$ cat src/rtl/dmag_pkg.sv
// Package with constants, types and helpers of the data memory address generator.
//
// Functional notes
// Access bank is low 128 bytes of bank 0 then upper 128 bytes of bank 15.
// Access bit zero selects the access bank, one selects the bank select register.
// In access mode the last low location is followed by the first high location.
// Sixteen banks; bank select low nibble gives address bits 11 to 8.
// Bank select upper nibble reads zero and writes to it are dropped.
// Unimplemented bank: reads give zero, writes ignored, core flags unaffected here.
// Each bank holds 256 byte locations, offsets 00h to FFh.
// Full address move uses 12-bit addresses from the instruction, ignores bank select.
// Load bank literal writes a literal bank number into bank select.
// Access to an indirect location goes to the address held in its pointer.
// Indirect read whose pointer names an indirect location returns 00h.
// Indirect write whose pointer names an indirect location does nothing; the code drops the write but still applies the pointer's automatic update.
// Each pointer holds a full 12-bit data address.
// Indirect locations have no storage; they redirect through their pointer.
// Five locations per pointer: none, post-dec, post-inc, pre-inc, plus signed offset.
// Pointer increment and decrement act on all 12 bits with carry.
// Automatic pointer updates never change arithmetic status flags.
// Indirect write to a pointer's own byte beats its automatic update.
// Access mode offsets below 80h map to bank 0, others to bank 15.
package dmag_pkg;

   // ---------------------------------------------
   // Register map on the bus
   // ---------------------------------------------
   localparam logic [4:0] REG_BANK = 5'h00;
   localparam logic [4:0] REG_PTR0 = 5'h04;
   localparam logic [4:0] REG_PTR1 = 5'h08;
   localparam logic [4:0] REG_PTR2 = 5'h0C;
   localparam logic [4:0] REG_STATUS = 5'h10;
   localparam int ST_UNIMPL_BIT = 16;
   localparam int ST_SELF_BIT = 17;
   localparam logic [3:0] BANK_RESET = 4'h0;
   localparam logic [11:0] PTR_RESET = 12'h000;

   // ---------------------------------------------
   // Data space layout
   // ---------------------------------------------
   localparam int NUM_PTR = 3;
   localparam logic [3:0] ACCESS_LOW_BANK = 4'h0;
   localparam logic [3:0] ACCESS_HIGH_BANK = 4'hF;
   localparam logic [11:0] VIRT_BASE = 12'hFE0;
   localparam logic [2:0] PTR_HI_SLOT = 3'h5;
   localparam logic [2:0] PTR_LO_SLOT = 3'h6;

   typedef enum logic [2:0] {
      PM_NONE = 3'h0,
      PM_POSTDEC = 3'h1,
      PM_POSTINC = 3'h2,
      PM_PREINC = 3'h3,
      PM_PLUSW = 3'h4
   } dmag_mode_e;

   typedef enum logic {
      AV_IDLE = 1'b0,
      AV_ACK = 1'b1
   } dmag_av_e;

   // ---------------------------------------------
   // Address helpers
   // ---------------------------------------------
   // Pointer n owns slots VIRT_BASE + 8n + 0..6.
   function automatic logic in_ptr_block(input logic [11:0] a);
      return (a[11:5] == VIRT_BASE[11:5]) && (a[4:3] != 2'h3);
   endfunction : in_ptr_block

   function automatic logic is_virt(input logic [11:0] a);
      return in_ptr_block(a) && (a[2:0] <= 3'h4);
   endfunction : is_virt

   function automatic logic is_ptr_byte(input logic [11:0] a);
      return in_ptr_block(a) && ((a[2:0] == PTR_HI_SLOT) || (a[2:0] == PTR_LO_SLOT));
   endfunction : is_ptr_byte

   function automatic logic [11:0] eff_addr(input logic [11:0] p, input dmag_mode_e m, input logic [7:0] w);
      case (m)
         PM_PREINC: return p + 12'h001;
         PM_PLUSW: return p + {{4{w[7]}}, w};
         default: return p;
      endcase
   endfunction : eff_addr

   function automatic logic [11:0] next_ptr(input logic [11:0] p, input dmag_mode_e m);
      case (m)
         PM_POSTDEC: return p - 12'h001;
         PM_POSTINC, PM_PREINC: return p + 12'h001;
         default: return p;
      endcase
   endfunction : next_ptr

endpackage : dmag_pkg

$ cat src/rtl/dmag_ptr_if.sv
// Interface between the address generator and its pointer file.
`timescale 1ns/10ps
`default_nettype none
interface dmag_ptr_if;
   import dmag_pkg::*;
   logic upd;
   logic [1:0] upd_idx;
   dmag_mode_e mode;
   logic bw;
   logic [1:0] bw_idx;
   logic bw_hi;
   logic [7:0] bw_data;
   logic aw;
   logic [1:0] aw_idx;
   logic aw_lo;
   logic aw_hi;
   logic [11:0] aw_data;
   logic [NUM_PTR-1:0][11:0] ptr;
   modport ctl (output upd, upd_idx, mode, bw, bw_idx, bw_hi, bw_data, aw, aw_idx, aw_lo, aw_hi, aw_data,
      input ptr);
   modport file (input upd, upd_idx, mode, bw, bw_idx, bw_hi, bw_data, aw, aw_idx, aw_lo, aw_hi, aw_data,
      output ptr);
endinterface : dmag_ptr_if
`default_nettype wire

$ cat src/rtl/dmag_bank_map.sv
// Direct address formation from bank select, access bit and full address.
`timescale 1ns/10ps
`default_nettype none
module dmag_bank_map
   import dmag_pkg::*;
(
   input wire logic bank_sel,
   input wire logic [7:0] offset,
   input wire logic [3:0] bank,
   input wire logic full,
   input wire logic [11:0] full_addr,
   output logic [11:0] addr
);
   always_comb begin
      if (full) begin
         addr = full_addr;
      end else if (bank_sel) begin
         addr = {bank, offset};
      end else if (!offset[7]) begin
         addr = {ACCESS_LOW_BANK, offset};
      end else begin
         addr = {ACCESS_HIGH_BANK, offset};
      end
   end
endmodule : dmag_bank_map
`default_nettype wire

$ cat src/rtl/dmag_ptr_file.sv
// Three 12-bit pointers with automatic update and byte writes.
`timescale 1ns/10ps
`default_nettype none
module dmag_ptr_file
   import dmag_pkg::*;
(
   input wire logic clk,
   input wire logic rst_n,
   dmag_ptr_if.file pif
);
   typedef struct packed {
      logic [NUM_PTR-1:0][11:0] ptr;
   } dmag_pf_s;

   dmag_pf_s s_q;
   dmag_pf_s s_d;

   always_comb begin
      s_d = s_q;
      for (int i = 0; i < NUM_PTR; i++) begin
         if (pif.aw && pif.aw_idx == 2'(i)) begin
            if (pif.aw_lo) s_d.ptr[i][7:0] = pif.aw_data[7:0];
            if (pif.aw_hi) s_d.ptr[i][11:8] = pif.aw_data[11:8];
         end
         // Status flags live in the core and are never touched from here.
         if (pif.upd && pif.upd_idx == 2'(i) && !(pif.bw && pif.bw_idx == 2'(i))) begin
            s_d.ptr[i] = next_ptr(s_q.ptr[i], pif.mode);
         end
         if (pif.bw && pif.bw_idx == 2'(i)) begin
            if (pif.bw_hi) s_d.ptr[i][11:8] = pif.bw_data[3:0];
            else s_d.ptr[i][7:0] = pif.bw_data;
         end
      end
   end

   always_ff @(posedge clk or negedge rst_n) begin
      if (!rst_n) begin
         s_q <= '{ptr: {NUM_PTR{PTR_RESET}}};
      end else begin
         s_q <= s_d;
      end
   end

   assign pif.ptr = s_q.ptr;
endmodule : dmag_ptr_file
`default_nettype wire

$ cat src/rtl/dmag_top.sv
// Data memory address generator with bank select, access bank and indirect pointers.
`timescale 1ns/10ps
`default_nettype none
module dmag_top
   import dmag_pkg::*;
#(
   parameter logic [15:0] BANK_IMPL = 16'h800F
)
(
   input wire logic CLOCK,
   input wire logic RESET_N,
   input wire logic [4:0] AV_ADDRESS,
   input wire logic AV_READ,
   input wire logic AV_WRITE,
   input wire logic [31:0] AV_WRITEDATA,
   input wire logic [3:0] AV_BYTEENABLE,
   output logic [31:0] AV_READDATA,
   output logic AV_WAITREQUEST,
   input wire logic REQ_VALID,
   input wire logic REQ_WRITE,
   input wire logic REQ_BANK_SEL,
   input wire logic [7:0] REQ_OFFSET,
   input wire logic REQ_FULL,
   input wire logic [11:0] REQ_FULL_ADDR,
   input wire logic [7:0] REQ_WDATA,
   input wire logic [7:0] WORKING_ACCUMULATOR,
   input wire logic LOAD_BANK_LITERAL,
   input wire logic [7:0] BANK_LITERAL,
   output logic [11:0] MEM_ADDR,
   output logic MEM_RD,
   output logic MEM_WR,
   output logic [7:0] MEM_WDATA,
   input wire logic [7:0] MEM_RDATA,
   output logic RSP_VALID,
   output logic [7:0] RSP_RDATA
);

   // ---------------------------------------------
   // State
   // ---------------------------------------------
   typedef struct packed {
      dmag_av_e av;
      logic waitreq;
      logic [31:0] av_rdata;
      logic [3:0] bank;
      logic [11:0] mem_addr;
      logic mem_rd;
      logic mem_wr;
      logic [7:0] mem_wdata;
      logic pend;
      logic pend_zero;
      logic pend_use_byte;
      logic [7:0] pend_byte;
      logic rsp_valid;
      logic [7:0] rsp_rdata;
      logic [11:0] last_addr;
      logic last_unimpl;
      logic last_self;
   } dmag_top_s;

   dmag_top_s s_q;
   dmag_top_s s_d;

   dmag_ptr_if pif ();

   logic [11:0] dir_addr;
   logic ind_hit;
   logic [1:0] ind_idx;
   dmag_mode_e ind_mode;
   logic [11:0] ptr_val;
   logic [11:0] eff;
   logic self_hit;
   logic impl;
   logic ok;
   logic pbyte;
   logic [11:0] pbyte_ptr;
   logic av_wr;
   logic av_ptr_sel;

   // ---------------------------------------------
   // Address formation
   // ---------------------------------------------
   dmag_bank_map u_map (
      .bank_sel(REQ_BANK_SEL),
      .offset(REQ_OFFSET),
      .bank(s_q.bank),
      .full(REQ_FULL),
      .full_addr(REQ_FULL_ADDR),
      .addr(dir_addr)
   );

   dmag_ptr_file u_ptr (
      .clk(CLOCK),
      .rst_n(RESET_N),
      .pif(pif)
   );

   always_comb begin
      ind_hit = is_virt(dir_addr);
      ind_idx = dir_addr[4:3];
      ind_mode = dmag_mode_e'(dir_addr[2:0]);
      ptr_val = pif.ptr[ind_idx];
      eff = ind_hit ? eff_addr(ptr_val, ind_mode, WORKING_ACCUMULATOR) : dir_addr;
      self_hit = ind_hit && is_virt(eff);
      impl = BANK_IMPL[eff[11:8]];
      ok = !self_hit && impl;
      pbyte = is_ptr_byte(eff);
      pbyte_ptr = pif.ptr[eff[4:3]];
   end

   // ---------------------------------------------
   // Pointer file control
   // ---------------------------------------------
   assign av_wr = (s_q.av == AV_ACK) && AV_WRITE;
   assign av_ptr_sel = (AV_ADDRESS == REG_PTR0) || (AV_ADDRESS == REG_PTR1) || (AV_ADDRESS == REG_PTR2);
   assign pif.upd = REQ_VALID && ind_hit;
   assign pif.upd_idx = ind_idx;
   assign pif.mode = ind_mode;
   assign pif.bw = REQ_VALID && REQ_WRITE && ok && pbyte;
   assign pif.bw_idx = eff[4:3];
   assign pif.bw_hi = (eff[2:0] == PTR_HI_SLOT);
   assign pif.bw_data = REQ_WDATA;
   assign pif.aw = av_wr && av_ptr_sel;
   assign pif.aw_idx = AV_ADDRESS[3:2] - 2'h1;
   assign pif.aw_lo = AV_BYTEENABLE[0];
   assign pif.aw_hi = AV_BYTEENABLE[1];
   assign pif.aw_data = AV_WRITEDATA[11:0];

   // ---------------------------------------------
   // Next state
   // ---------------------------------------------
   always_comb begin
      s_d = s_q;
      s_d.mem_rd = 1'b0;
      s_d.mem_wr = 1'b0;
      s_d.pend = 1'b0;
      s_d.rsp_valid = 1'b0;
      // Bus slave: one wait cycle, then the access completes at the edge that sees waitrequest low.
      unique case (s_q.av)
         AV_IDLE: begin
            if (AV_READ || AV_WRITE) begin
               s_d.av = AV_ACK;
               s_d.waitreq = 1'b0;
               s_d.av_rdata = '0;
               unique case (AV_ADDRESS)
                  REG_BANK: s_d.av_rdata[3:0] = s_q.bank;
                  REG_PTR0: s_d.av_rdata[11:0] = pif.ptr[0];
                  REG_PTR1: s_d.av_rdata[11:0] = pif.ptr[1];
                  REG_PTR2: s_d.av_rdata[11:0] = pif.ptr[2];
                  REG_STATUS: begin
                     s_d.av_rdata[11:0] = s_q.last_addr;
                     s_d.av_rdata[ST_UNIMPL_BIT] = s_q.last_unimpl;
                     s_d.av_rdata[ST_SELF_BIT] = s_q.last_self;
                  end
                  default: s_d.av_rdata = '0;
               endcase
            end
         end
         AV_ACK: begin
            s_d.av = AV_IDLE;
            s_d.waitreq = 1'b1;
         end
      endcase
      if (av_wr && AV_ADDRESS == REG_BANK && AV_BYTEENABLE[0]) begin
         s_d.bank = AV_WRITEDATA[3:0];
      end
      if (LOAD_BANK_LITERAL) begin
         s_d.bank = BANK_LITERAL[3:0];
      end
      if (REQ_VALID) begin
         s_d.mem_addr = eff;
         s_d.mem_wdata = REQ_WDATA;
         s_d.mem_rd = !REQ_WRITE && ok && !pbyte;
         s_d.mem_wr = REQ_WRITE && ok && !pbyte;
         s_d.pend = !REQ_WRITE;
         s_d.pend_zero = !ok;
         s_d.pend_use_byte = pbyte;
         s_d.pend_byte = (eff[2:0] == PTR_HI_SLOT) ? {4'h0, pbyte_ptr[11:8]} : pbyte_ptr[7:0];
         s_d.last_addr = eff;
         s_d.last_unimpl = !impl;
         s_d.last_self = self_hit;
      end
      if (s_q.pend) begin
         s_d.rsp_valid = 1'b1;
         if (s_q.pend_zero) s_d.rsp_rdata = 8'h00;
         else if (s_q.pend_use_byte) s_d.rsp_rdata = s_q.pend_byte;
         else s_d.rsp_rdata = MEM_RDATA;
      end
   end

   always_ff @(posedge CLOCK or negedge RESET_N) begin
      if (!RESET_N) begin
         s_q <= '{av: AV_IDLE, waitreq: 1'b1, bank: BANK_RESET, default: '0};
      end else begin
         s_q <= s_d;
      end
   end

   assign AV_READDATA = s_q.av_rdata;
   assign AV_WAITREQUEST = s_q.waitreq;
   assign MEM_ADDR = s_q.mem_addr;
   assign MEM_RD = s_q.mem_rd;
   assign MEM_WR = s_q.mem_wr;
   assign MEM_WDATA = s_q.mem_wdata;
   assign RSP_VALID = s_q.rsp_valid;
   assign RSP_RDATA = s_q.rsp_rdata;
endmodule : dmag_top
`default_nettype wire

$ cat config.mk
export PLATFORM = sky130hd
export DESIGN_NAME = dmag_top
export DESIGN_NICKNAME = d
export VERILOG_FILES = /design/src/rtl/dmag_pkg.sv /design/src/rtl/dmag_ptr_if.sv /design/src/rtl/dmag_bank_map.sv /design/src/rtl/dmag_ptr_file.sv /design/src/rtl/dmag_top.sv
export SDC_FILE = /design/constraint.sdc
export NUM_CORES = 1
export LEC_CHECK = 0
export ABC_AREA = 1
export ABC_CLOCK_PERIOD_IN_PS = 6300
export BUFFER_PORTS_ARGS = -buffer_cell sky130_fd_sc_hd__buf_4
export CAP_MARGIN = 5
export CORE_MARGIN = 2
export CORE_UTILIZATION = 33
export CTS_BUF_LIST = sky130_fd_sc_hd__clkbuf_8
export CTS_CLUSTER_SIZE = 20
export DETAILED_ROUTE_END_ITERATION = 16
export GPL_TIMING_DRIVEN = 0
export PLACE_DENSITY = 0.56
export SETUP_SLACK_MARGIN = 0.5
export SLEW_MARGIN = 20
export SYNTH_ARGS = -nofsm -noshare
export SYNTH_HDL_FRONTEND = slang
export SYNTH_SLANG_ARGS = --single-unit
$ cat constraint.sdc
create_clock -name CLOCK -period 6.3 [get_ports CLOCK]
set_input_delay 1.575 -clock CLOCK [delete_from_list [all_inputs] [get_ports CLOCK]]
set_output_delay 1.575 -clock CLOCK [all_outputs]
set_load 0.01 [all_outputs]
==> results.yml, run 1 <==
drt:
  routed_wl_um: 38400
  drc: 0
  num_vias: 10300
  viasPerCell: 5.17
  ant_nets: 0
  dr.pass1.iters: 5
  drtIter0Drc: 881
  wl_per_cell_um: 19.3
cts:
  cts_buffer_depth: 2
  clock-root-buffer: "clkbuf_8"
  clk_latency_ps: 410
  clk_pin_slew_ps: 130
  cts_sinks: 100
  numCtsBuffers: 9
  htreeDepth: 3
  cts_tree: "done"
job:
  cap_violations: 0
global_route:
  overflow: 0
  grt_pass1_vias: 10000
  antenna_found_initial: 0
  track_usage_pct: 25.4
  grt_max_degree: 101
  grt_pass1_wl_um: 58800
floorplanning:
  io_pins: 166
  die_y_um: 173
  die_x_um: 173
  initial_core_util_pct: 33.8
  num_rows: 61
  fp.coreArea_sq_um: 27900
  die-area_sq_um: 29900
worst_setup_path:
  critPathBufInv: 6
  slowest_stage: "nor2_1"
  regToRegSetupSlack_ps: 2090
  critPathRequiredTime_ps: 6580
  path_class: "in -> reg"
  crit_family: "simple AND/OR/NAND/NOR gates"
  worstSetupEndpointType: "flip-flop"
  startpoint_type: "primary input"
  cp.arrival_ps: 5800
  worstPathMaxFanout: 10
  critPathMaxStageDelay_ps: 500
  path_common_cell: "nand2_1"
placement:
  dp_slack_ps: 148
  place_congestion: 0.995
  hpwl_um: 31100
  port_buffers: 121
sta:
  finalSetupTns_ps: 0
  clock.fmax_mhz: 181
  postLayoutSetupSlackWorst_ps: 780
  fin_skew_ps: 18.1
  finalCritPeriodShare_pct: 87.6
  slew_violations: 0
  rsz0062_at_grt: "no"
  hold_violations: 0
  fin_crit_ps: 5520
  setup_viol: 0
  worst_pin_slew_ps: 1010
  timing.slew.headroom_pct: 32.7
cells_and_area:
  multiInputGateArea_sq_um: 5610
  num-fill-cells: 3134
  drive_gt1_share_pct: 17.0
  area_growth_pct: 18.0
  regArea_sq_um: 2500
  layout.nets: 1752
power:
  pwr-share-seq_pct: 36.4
  switching_share_pct: 43.3
  p_sw_mw: 0.928
  power.leakage_nw: 5.79
  clkPwrFrac_pct: 21.3
  power.internal_mw: 1.21
  power_density_nw_per_um2: 192
  ir_worst_vdd_uv: 103
  p_comb_share_pct: 42.3
synth:
  yosysUniqueCellTypes: 47
  synth_edf_count: 0
  ys.flop_type: "dfrtp_1"
  synth_seq_area_share_pct: 26.5
  netlist_instances: 1455
  syn_area_per_cell_sq_um: 6.48
  async_flop_share_pct: 100
  syn_area_sq_um: 9430
  ys_ff_latch: 100
  yosys_warnings: 0
status:
  status: "complete, no violations"
worst_hold_path:
  hold_path_class: "reg -> reg"
-- worst paths after layout --
| kind | cells past startpoint | start | endpoint |
|---|---|---|---|
| setup / recovery | 25 | REQ_FULL | s_q[27] |
| hold / removal | 0 | s_q[33] | RSP_VALID |
| setup reg to reg | 21 | u_ptr.pif.ptr[24] | s_q[27] |
| hold reg to reg | 0 | s_q[33] | RSP_VALID |
| max in group asynchronous | 1 | RESET_N | AV_READDATA[9] |
| min in group asynchronous | 1 | RESET_N | s_q[11] |
-- cell usage after synthesis (all sizes together), types with 2 or more instances --
| cell | instances | share of area (%) |
|---|---|---|
| clkinv | 3 | 0.12 |
| mux2i | 16 | 1.7 |
| clkbuf | 23 | 0.92 |
| nand4 | 11 | 0.80 |
| o31ai | 2 | 0.16 |
| o21ai | 134 | 7.2 |
| o21bai | 4 | 0.32 |
| nand3b | 11 | 0.88 |
| o211ai | 8 | 0.69 |
| or2 | 8 | 0.53 |
| a21oi | 67 | 3.6 |
| inv | 188 | 7.5 |
| ha | 41 | 5.4 |
| buf | 77 | 6.3 |
| a31oi | 8 | 0.53 |
| nor2 | 103 | 4.6 |
| and2 | 3 | 0.20 |
| o22ai | 31 | 2.1 |
| nand2 | 445 | 18 |
| o2111ai | 4 | 0.37 |
| fa | 4 | 0.85 |
| o221ai | 6 | 0.56 |
| xor2 | 18 | 1.7 |
| dfrtp | 99 | 26 |
| nor3 | 9 | 0.72 |
| a221oi | 3 | 0.28 |
| nand3 | 126 | 7.2 |
-- logic make-up (layout without fill, tap and decap cells) --
| family | Yosys count | in the layout | synth area share [%] |
|---|---|---|---|
| muxes | 16 | 16 | 1.70 |
| adders and majority gates | 45 | 45 | 6.29 |
| DFF | 100 | 100 | 26.5 |
| xor gates and xnor gates | 18 | 18 | 1.67 |
| other | 1 | 19 | 0.0398 |
| buffers and inverters | 291 | 429 | 14.8 |
| and+or+nand+nor | 717 | 717 | 33.1 |
| AOI/OAI and AO/OA | 267 | 267 | 15.8 |
-- flip-flops by register name, indices dropped and copies added, names as in the netlist --
signal / count
u_ptr.pif.ptr: 36
s_q: 30
AV_READDATA: 14
MEM_WDATA: 8
RSP_RDATA: 8
AV_WAITREQUEST: 1
MEM_RD: 1
MEM_WR: 1
RSP_VALID: 1
-- metal layers --
layer	vias up	GRT usage, %	share of wire (%)	routed length [um]
met2	405	39.8	44	17000
li1	4980	-	-	-
met3	69	4.33	7.5	2870
met4	0	9.53	3.3	1280
met1	4836	35.1	45	17200
met5	-	0	0	0
-- placed cells by master (no fill, tap or decap), types with 8 or more instances in the layout --
master    instances
a21oi_1          67
a31oi_1           8
buf_4           188
buf_6             8
clkbuf_1         23
clkbuf_8          9
conb_1           18
dfrtp_1          99
ha_1             40
inv_1           181
mux2i_1          16
nand2_1         426
nand2_2          19
nand3_1         119
nand3b_1         11
nand4_1          10
nor2_1           92
o21ai_0         121
o21ai_1          10
o22ai_1          30
xor2_1           18
-- power by group through the flow --
stage	Combinational [mW]	Clock [mW]	Sequential, mW
4_1_cts	0.894	0.467	0.778
2_1_floorplan	0.585	0	0.761
3_3_place_gp	0.885	0	0.789
3_5_place_dp	0.891	0	0.790
6_report	0.906	0.456	0.780
5_1_grt	1.01	0.494	0.786
-- area by class of cell --
| cell class | count | area share [%] |
|---|---|---|
| Tap cell | 378 | 4.25 |
| Buffer | 100 | 6.15 |
| Clock inverter | 7 | 0.843 |
| Clock buffer | 9 | 1.11 |
| Sequential cell | 100 | 22.5 |
| Timing Repair Buffer | 122 | 8.26 |
| Multi-Input combinational cell | 1081 | 50.4 |
| Antenna cell | 1 | 0.0225 |
| Inverter | 191 | 6.46 |
-- repair_timing --
item / in CTS / in global routing
hold buffers: 0 / 0
endpoints found under the setup margin: 0 / 30
buffers inserted: 0 / 1
gates resized for setup: 0 / 7
-- through the flow --
stage	instances	power (mW)	area, sq um	hold WS, ps	util (%)
floorplan	1472	1.35	9500	361	-
global placement	1971	1.67	10900	369	38.9
detailed placement	1971	1.68	10900	377	39.0
CTS	1987	2.14	11100	408	39.7
global route	1988	2.29	11100	427	39.8
finish	1989	2.14	11100	403	39.8
Note: power is estimated with default switching activity, not from simulation.
==> inputs of run 2 (changes only) <==
--- a/config.mk
+++ b/config.mk
@@ -6,12 +6,11 @@
 export NUM_CORES = 1
 export LEC_CHECK = 0
 export ABC_AREA = 1
-export ABC_CLOCK_PERIOD_IN_PS = 6300
+export ABC_CLOCK_PERIOD_IN_PS = 6100
 export BUFFER_PORTS_ARGS = -buffer_cell sky130_fd_sc_hd__buf_4
 export CAP_MARGIN = 5
 export CORE_MARGIN = 2
 export CORE_UTILIZATION = 33
-export CTS_BUF_LIST = sky130_fd_sc_hd__clkbuf_8
 export CTS_CLUSTER_SIZE = 20
 export DETAILED_ROUTE_END_ITERATION = 16
 export GPL_TIMING_DRIVEN = 0
==> constraint.sdc (replaced) <==
create_clock -name CLOCK -period 6.1 [get_ports CLOCK]
set_input_delay 1.525 -clock CLOCK [delete_from_list [all_inputs] [get_ports CLOCK]]
set_output_delay 1.525 -clock CLOCK [all_outputs]
set_load 0.01 [all_outputs]
==> run 2 against run 1 <==
Compared with the run above:
- register-to-register slack got worse by 170 ps
- wire length up 0.12%
- highest routed layer unchanged
- first-iteration DRC count is 2.7% higher
- die area is the same
- critical path depth unchanged
- core utilization increased by 0.62 points
- sequential power rose by 3.2%
==> results.yml, run 2 (same netlist as run 1, synthesis figures left out) <==
status:
  status: "complete, no violations"
floorplanning:
  io_pins: 166
  fp.coreArea_sq_um: 27900
  die_y_um: 173
  initial_core_util_pct: 33.8
  die_x_um: 173
  die-area_sq_um: 29900
  num_rows: 61
sta:
  clock.fmax_mhz: 184
  rsz0062_at_grt: "yes"
  worst_pin_slew_ps: 1010
  slew_violations: 0
  hold_violations: 0
  setup_viol: 0
  timing.slew.headroom_pct: 32.7
  finalSetupTns_ps: 0
  fin_skew_ps: 13.1
  finalCritPeriodShare_pct: 89.1
  fin_crit_ps: 5430
job:
  cap_violations: 0
global_route:
  grt_pass1_wl_um: 58700
  track_usage_pct: 25.4
  grt_max_degree: 101
  grt_pass1_vias: 10000
  antenna_found_initial: 0
  overflow: 0
cells_and_area:
  area_growth_pct: 19.9
  final_cell_area_sq_um: 11300
  largest_reg_flops: 36
  layout.nets: 1757
  num-fill-cells: 3119
  final_common_cell: "nand2_1"
  layout_common_cells: "nand2_1, buf_4, inv_1"
  instances_no_fill: 1994
  drive_gt1_share_pct: 17.5
cts:
  cts_sinks: 100
  cts_buffer_depth: 2
  numCtsBuffers: 9
  clock-root-buffer: "clkbuf_16"
  cts_tree: "done"
  clk_latency_ps: 370
  htreeDepth: 3
  clk_pin_slew_ps: 90
worst_setup_path:
  reg2reg_from: "u_ptr.pif.ptr[24]"
  timing.rr.end: "s_q[27]"
  cp.arrival_ps: 5670
  regToRegSetupSlack_ps: 1920
  r2r_cells: 21
  critPathRequiredTime_ps: 6330
  worstSetupEndpointType: "flip-flop"
  path_class: "in -> reg"
  worstPathMaxFanout: 10
  startpoint_type: "primary input"
power:
  power.leakage_nw: 5.87
  power_density_nw_per_um2: 209
  ir_worst_vdd_uv: 135
  finalPower_mw: 2.37
placement:
  hpwl_um: 31100
  placedCellCount: 1971
  place_congestion: 0.995
  dpl_cell_area_sq_um: 10900
  port_buffers: 121
worst_hold_path:
  min-delay-start: "s_q[33]"
  hold_path_depth: 0
  hold_path_class: "reg -> reg"
  hold_path_end: "RSP_VALID"
drt:
  wl_per_cell_um: 19.3
  num_vias: 10300
  ant_nets: 0
  routed_wl_um: 38400
  dr.pass1.iters: 5
  drtIter0Drc: 905
  viasPerCell: 5.18
  drc: 0
==> run 2: cell count changes in the layout (fill, tap and decap cells not counted), sizes merged <==
cell  previous run  this run
buf            198       203
==> run 2: routing by layer <==
| layer | up-vias | part of all wire (%) | global-route usage [%] |
|---|---|---|---|
| li1 | 4990 | - | - |
| met1 | 4840 | 44 | 35.0 |
| met2 | 440 | 44 | 40.1 |
| met3 | 68 | 8.0 | 4.24 |
| met4 | 0 | 3.3 | 9.43 |
| met5 | - | 0 | 0 |
==> run 2: metrics by stage <==
stage	setup slack, ps	hold WS (ps)	util (%)
floorplan	1350	361	-
global placement	-46.5	369	38.9
detailed placement	-1.58	377	39.0
CTS	504	398	40.1
global route	474	418	40.5
finish	666	393	40.5
==> run 2: how the worst max path moves through the flow <==
stage	start	to	slack, ps	cells after the start
2_1_floorplan	REQ_FULL	u_ptr.pif.ptr[0]	1350	30
3_3_place_gp	REQ_FULL	u_ptr.pif.ptr[12]	-50	26
3_5_place_dp	REQ_FULL	u_ptr.pif.ptr[13]	-2	26
4_1_cts	REQ_FULL	u_ptr.pif.ptr[22]	500	30
5_1_grt	REQ_FULL	u_ptr.pif.ptr[0]	470	31
6_report	REQ_FULL	s_q[27]	670	25
==> run 2: final cells by class <==
| type | count | area (sq um) | area share (%) |
|---|---|---|---|
| Multi-Input combinational cell | 1081 | 5650 | 49.9 |
| Sequential cell | 100 | 2500 | 22.1 |
| Buffer | 100 | 684 | 6.05 |
| Clock buffer | 9 | 225 | 1.99 |
| Tap cell | 378 | 473 | 4.18 |
| Inverter | 191 | 719 | 6.36 |
| Clock inverter | 7 | 93.8 | 0.830 |
| Timing Repair Buffer | 127 | 957 | 8.47 |
| Antenna cell | 1 | 2.50 | 0.0221 |
==> run 2: worst max-delay path, cell delays in order <==
cell,delay [ps]
buf_4,140
inv_4,110
nand2_2,80
nand2_1,110
buf_6,160
nand2_2,140
o211ai_1,300
inv_1,80
ha_2,240
fa_1,470
nand2_1,90
inv_1,50
nand2_1,70
nand3_1,100
nand2_1,80
nand2_1,40
nand2_1,50
nand2_1,50
nand2_1,70
nand2_2,130
nor2_1,490
inv_1,170
clkbuf_1,300
o221ai_1,460
o22ai_1,130
==> run 2: report_power, final <==
group	leakage (nW)	switching [mW]	internal [mW]
Combinational	4.58	0.586	0.355
Sequential	1.14	0.0713	0.734
Clock	0.153	0.322	0.297
==> run 2: what timing repair did <==
item,in CTS,in global routing
pin swaps,0,4
setup endpoints to repair,11,43
hold buffers,0,0
setup buffers,0,6
resized for setup,1,14
==> inputs of run 3 (changes only) <==
--- a/config.mk
+++ b/config.mk
@@ -5,7 +5,7 @@
 export SDC_FILE = /design/constraint.sdc
 export NUM_CORES = 1
 export LEC_CHECK = 0
-export ABC_AREA = 1
+export ABC_AREA = 0
 export ABC_CLOCK_PERIOD_IN_PS = 6100
 export BUFFER_PORTS_ARGS = -buffer_cell sky130_fd_sc_hd__buf_4
 export CAP_MARGIN = 5
@@ -16,7 +16,7 @@
 export GPL_TIMING_DRIVEN = 0
 export PLACE_DENSITY = 0.56
 export SETUP_SLACK_MARGIN = 0.5
-export SLEW_MARGIN = 20
+export SLEW_MARGIN = 25
 export SYNTH_ARGS = -nofsm -noshare
 export SYNTH_HDL_FRONTEND = slang
 export SYNTH_SLANG_ARGS = --single-unit
==> run 3 against run 2 <==
Compared with the run above:
- critical path depth decreased by 3
- largest power group unchanged
- cell count is 22% lower
- critical endpoint is now u_ptr.pif.ptr[24]
- clock skew shrank 1.6 ps
==> results.yml, run 3 <==
status:
  status: "complete, no violations"
cts:
  htreeDepth: 3
  cts_sinks: 100
  numCtsBuffers: 9
  cts_tree: "done"
  clk_latency_ps: 370
  cts_buffer_depth: 2
  clk_pin_slew_ps: 80
  clock-root-buffer: "clkbuf_16"
  cts_hold_buf: 0
synth:
  post-synth-top-count-cell: "dfrtp_1"
  yosys-top-cells-area: "dfrtp_1, mux2i_1, mux2_2, ha_1, buf_4"
  ys.flop_type: "dfrtp_1"
  yosys_warnings: 0
  syn_area_sq_um: 9090
  syn_area_per_cell_sq_um: 8.73
  synth_edf_count: 0
  synth_area_leader_cell: "dfrtp_1"
  yosysUniqueCellTypes: 86
  synth_seq_area_share_pct: 27.5
  ys_ff_latch: 100
  synth_top_area_share_pct: 27.2
  async_flop_share_pct: 100
  synth_common_cells: "dfrtp_1, nand2_1, buf_4, mux2i_1, nor2_1"
  netlist_instances: 1042
power:
  p_sw_mw: 0.939
  switching_share_pct: 38.7
  finalPower_mw: 2.43
  power_density_nw_per_um2: 216
  power.leakage_nw: 5.09
  power.internal_mw: 1.49
  clkPwrFrac_pct: 23.8
  ir_worst_vdd_uv: 125
  pwr-share-seq_pct: 35.8
  p_comb_share_pct: 40.4
global_route:
  antenna_found_initial: 0
  grt_max_degree: 101
  track_usage_pct: 22.0
  overflow: 0
  grt_pass1_wl_um: 48500
  grt_pass1_vias: 8226
cells_and_area:
  drive_gt1_share_pct: 28.7
  num-fill-cells: 2718
  final_common_cell: "buf_4"
  largest_reg_flops: 36
  area_growth_pct: 23.6
  n_antenna_cell: 0
  layout_common_cells: "buf_4, dfrtp_1, nand2_1"
  layout.nets: 1362
sta:
  rsz0062_at_grt: "yes"
  setup_viol: 0
  postLayoutSetupSlackWorst_ps: 576
  worst_pin_slew_ps: 1040
  timing.slew.headroom_pct: 28.6
  clock.fmax_mhz: 181
  finalSetupTns_ps: 0
  finalCritPeriodShare_pct: 90.6
  slew_violations: 0
  fin_crit_ps: 5520
  fin_skew_ps: 11.5
  hold_violations: 0
drt:
  wl_met1_um: 15000
  routed_wl_um: 32600
  met3_length_um: 2000
  ant_nets: 0
  drc: 0
  dr.pass1.iters: 5
  num_vias: 8754
  viasPerCell: 5.61
  met2WireLength_um: 14600
  topRoutingLayerUsed: "met4"
  drtIter0Drc: 730
  wl_per_cell_um: 20.9
placement:
  place_congestion: 0.913
  port_buffers: 120
  dp_slack_ps: -737
  hpwl_um: 25100
worst_setup_path:
  cp.arrival_ps: 5820
  r2r_cells: 19
  path_class: "in -> reg"
  cp_cell_sequence: "buf_6 -> buf_6 -> mux2i_4 -> buf_8 -> buf_4 -> mux2i_4 -> o2bb2ai_1 -> ha_2 -> o21ai_0 -> o21ai_1 -> a31oi_1 -> buf_4 -> or4_1 -> nand4_2 -> o2111a_1 -> and4_4 -> buf_8 -> a21oi_4 -> buf_12 -> buf_4 -> a32o_1 -> a21oi_2"
  critPathMaxStageDelay_ps: 480
  startpoint_type: "primary input"
  slowest_stage: "or4_1"
  critPathRequiredTime_ps: 6400
  path_common_cell: "buf_4"
  worstSetupEndpointType: "flip-flop"
  worstPathMaxFanout: 10
floorplanning:
  io_pins: 166
  num_rows: 60
  die_y_um: 170
  die-area_sq_um: 28900
  die_x_um: 170
  initial_core_util_pct: 33.7
  fp.coreArea_sq_um: 27000
worst_hold_path:
  hold_path_class: "reg -> reg"
  hold_path_depth: 0
job:
  cap_violations: 0
## run 3: cell count changes in the layout (fill, tap and decap cells not counted), sizes merged, moves of 24 or more
cell,change
o211ai,+31
mux2,+51
nand3,-108
nor2,-45
inv,-153
mux2i,+44
nand2,-354
o21ai,-63
buf,+24
xnor2,+28
## run 3: kinds of logic after synthesis
family / share of synthesized area (%)
buffers and inverters: 9.44
AND/OR/NAND/NOR: 16.4
multiplexers: 13.1
AO/OA/AOI/OAI: 23.4
adder cells (fa/ha/maj): 6.52
flip-flops: 27.5
other: 0.0412
XOR/XNOR: 3.56
## run 3: cell type report
type                       count  area, sq um  share of cell area, %
clock inverter                 6         57.6                  0.512
tap                          341          427                   3.80
timing repair inverter         1         7.51                 0.0668
multi-input combinational    809         6010                   53.4
inverter                      36          139                   1.24
timing repair buffer         144         1110                   9.90
clock buffer                  10          229                   2.04
buffer                       114          759                   6.76
sequential                   100         2500                   22.3
## run 3: layer usage
| layer | vias up | GRT usage, % |
|---|---|---|
| li1 | 4118 | - |
| met1 | 4259 | 30.8 |
| met2 | 327 | 34.7 |
| met3 | 50 | 2.93 |
| met4 | 0 | 7.92 |
| met5 | - | 0 |
## run 3: worst max-delay path: cells and delay by family
family	cells	cell delay, ps
multiplexers	2	550
AND/OR/NAND/NOR	3	860
AO/OA/AOI/OAI	8	1210
adder cells (fa/ha/maj)	1	410
buffers and inverters	8	1250
## run 3: path summary, 6_finish.rpt
| check | startpoint | endpoint | slack (ps) |
|---|---|---|---|
| min reg2reg | s_q[33] | RSP_VALID | 380 |
| min in group asynchronous | RESET_N | u_ptr.pif.ptr[7] | 1260 |
| max | REQ_FULL | u_ptr.pif.ptr[24] | 580 |
| max in group asynchronous | RESET_N | AV_READDATA[7] | 4230 |
| min | s_q[33] | RSP_VALID | 380 |
| max reg2reg | u_ptr.pif.ptr[12] | u_ptr.pif.ptr[24] | 1950 |
## run 3: stage by stage
stage	instances	cell area, sq um	util, %	hold slack, ps
floorplan	1059	9170	-	352
global placement	1520	10500	38.8	362
detailed placement	1520	10500	38.9	363
CTS	1542	10900	40.4	382
global route	1561	11200	41.6	406
finish	1561	11200	41.6	378
## run 3: what timing repair did
action | in CTS | in global routing
endpoints found under the setup margin | 41 | 42
buffers inserted | 5 | 19
pin swaps | 4 | 15
gates resized for setup | 24 | 40
cloned | 1 | 0
## run 3: power by group through the flow
stage | Sequential, mW | Combinational [mW] | Clock [mW]
finish | 0.869 | 0.980 | 0.577
global route | 0.873 | 1.07 | 0.611
CTS | 0.861 | 0.951 | 0.590
detailed placement | 0.874 | 0.933 | 0
global placement | 0.873 | 0.921 | 0
floorplan | 0.807 | 0.673 | 0
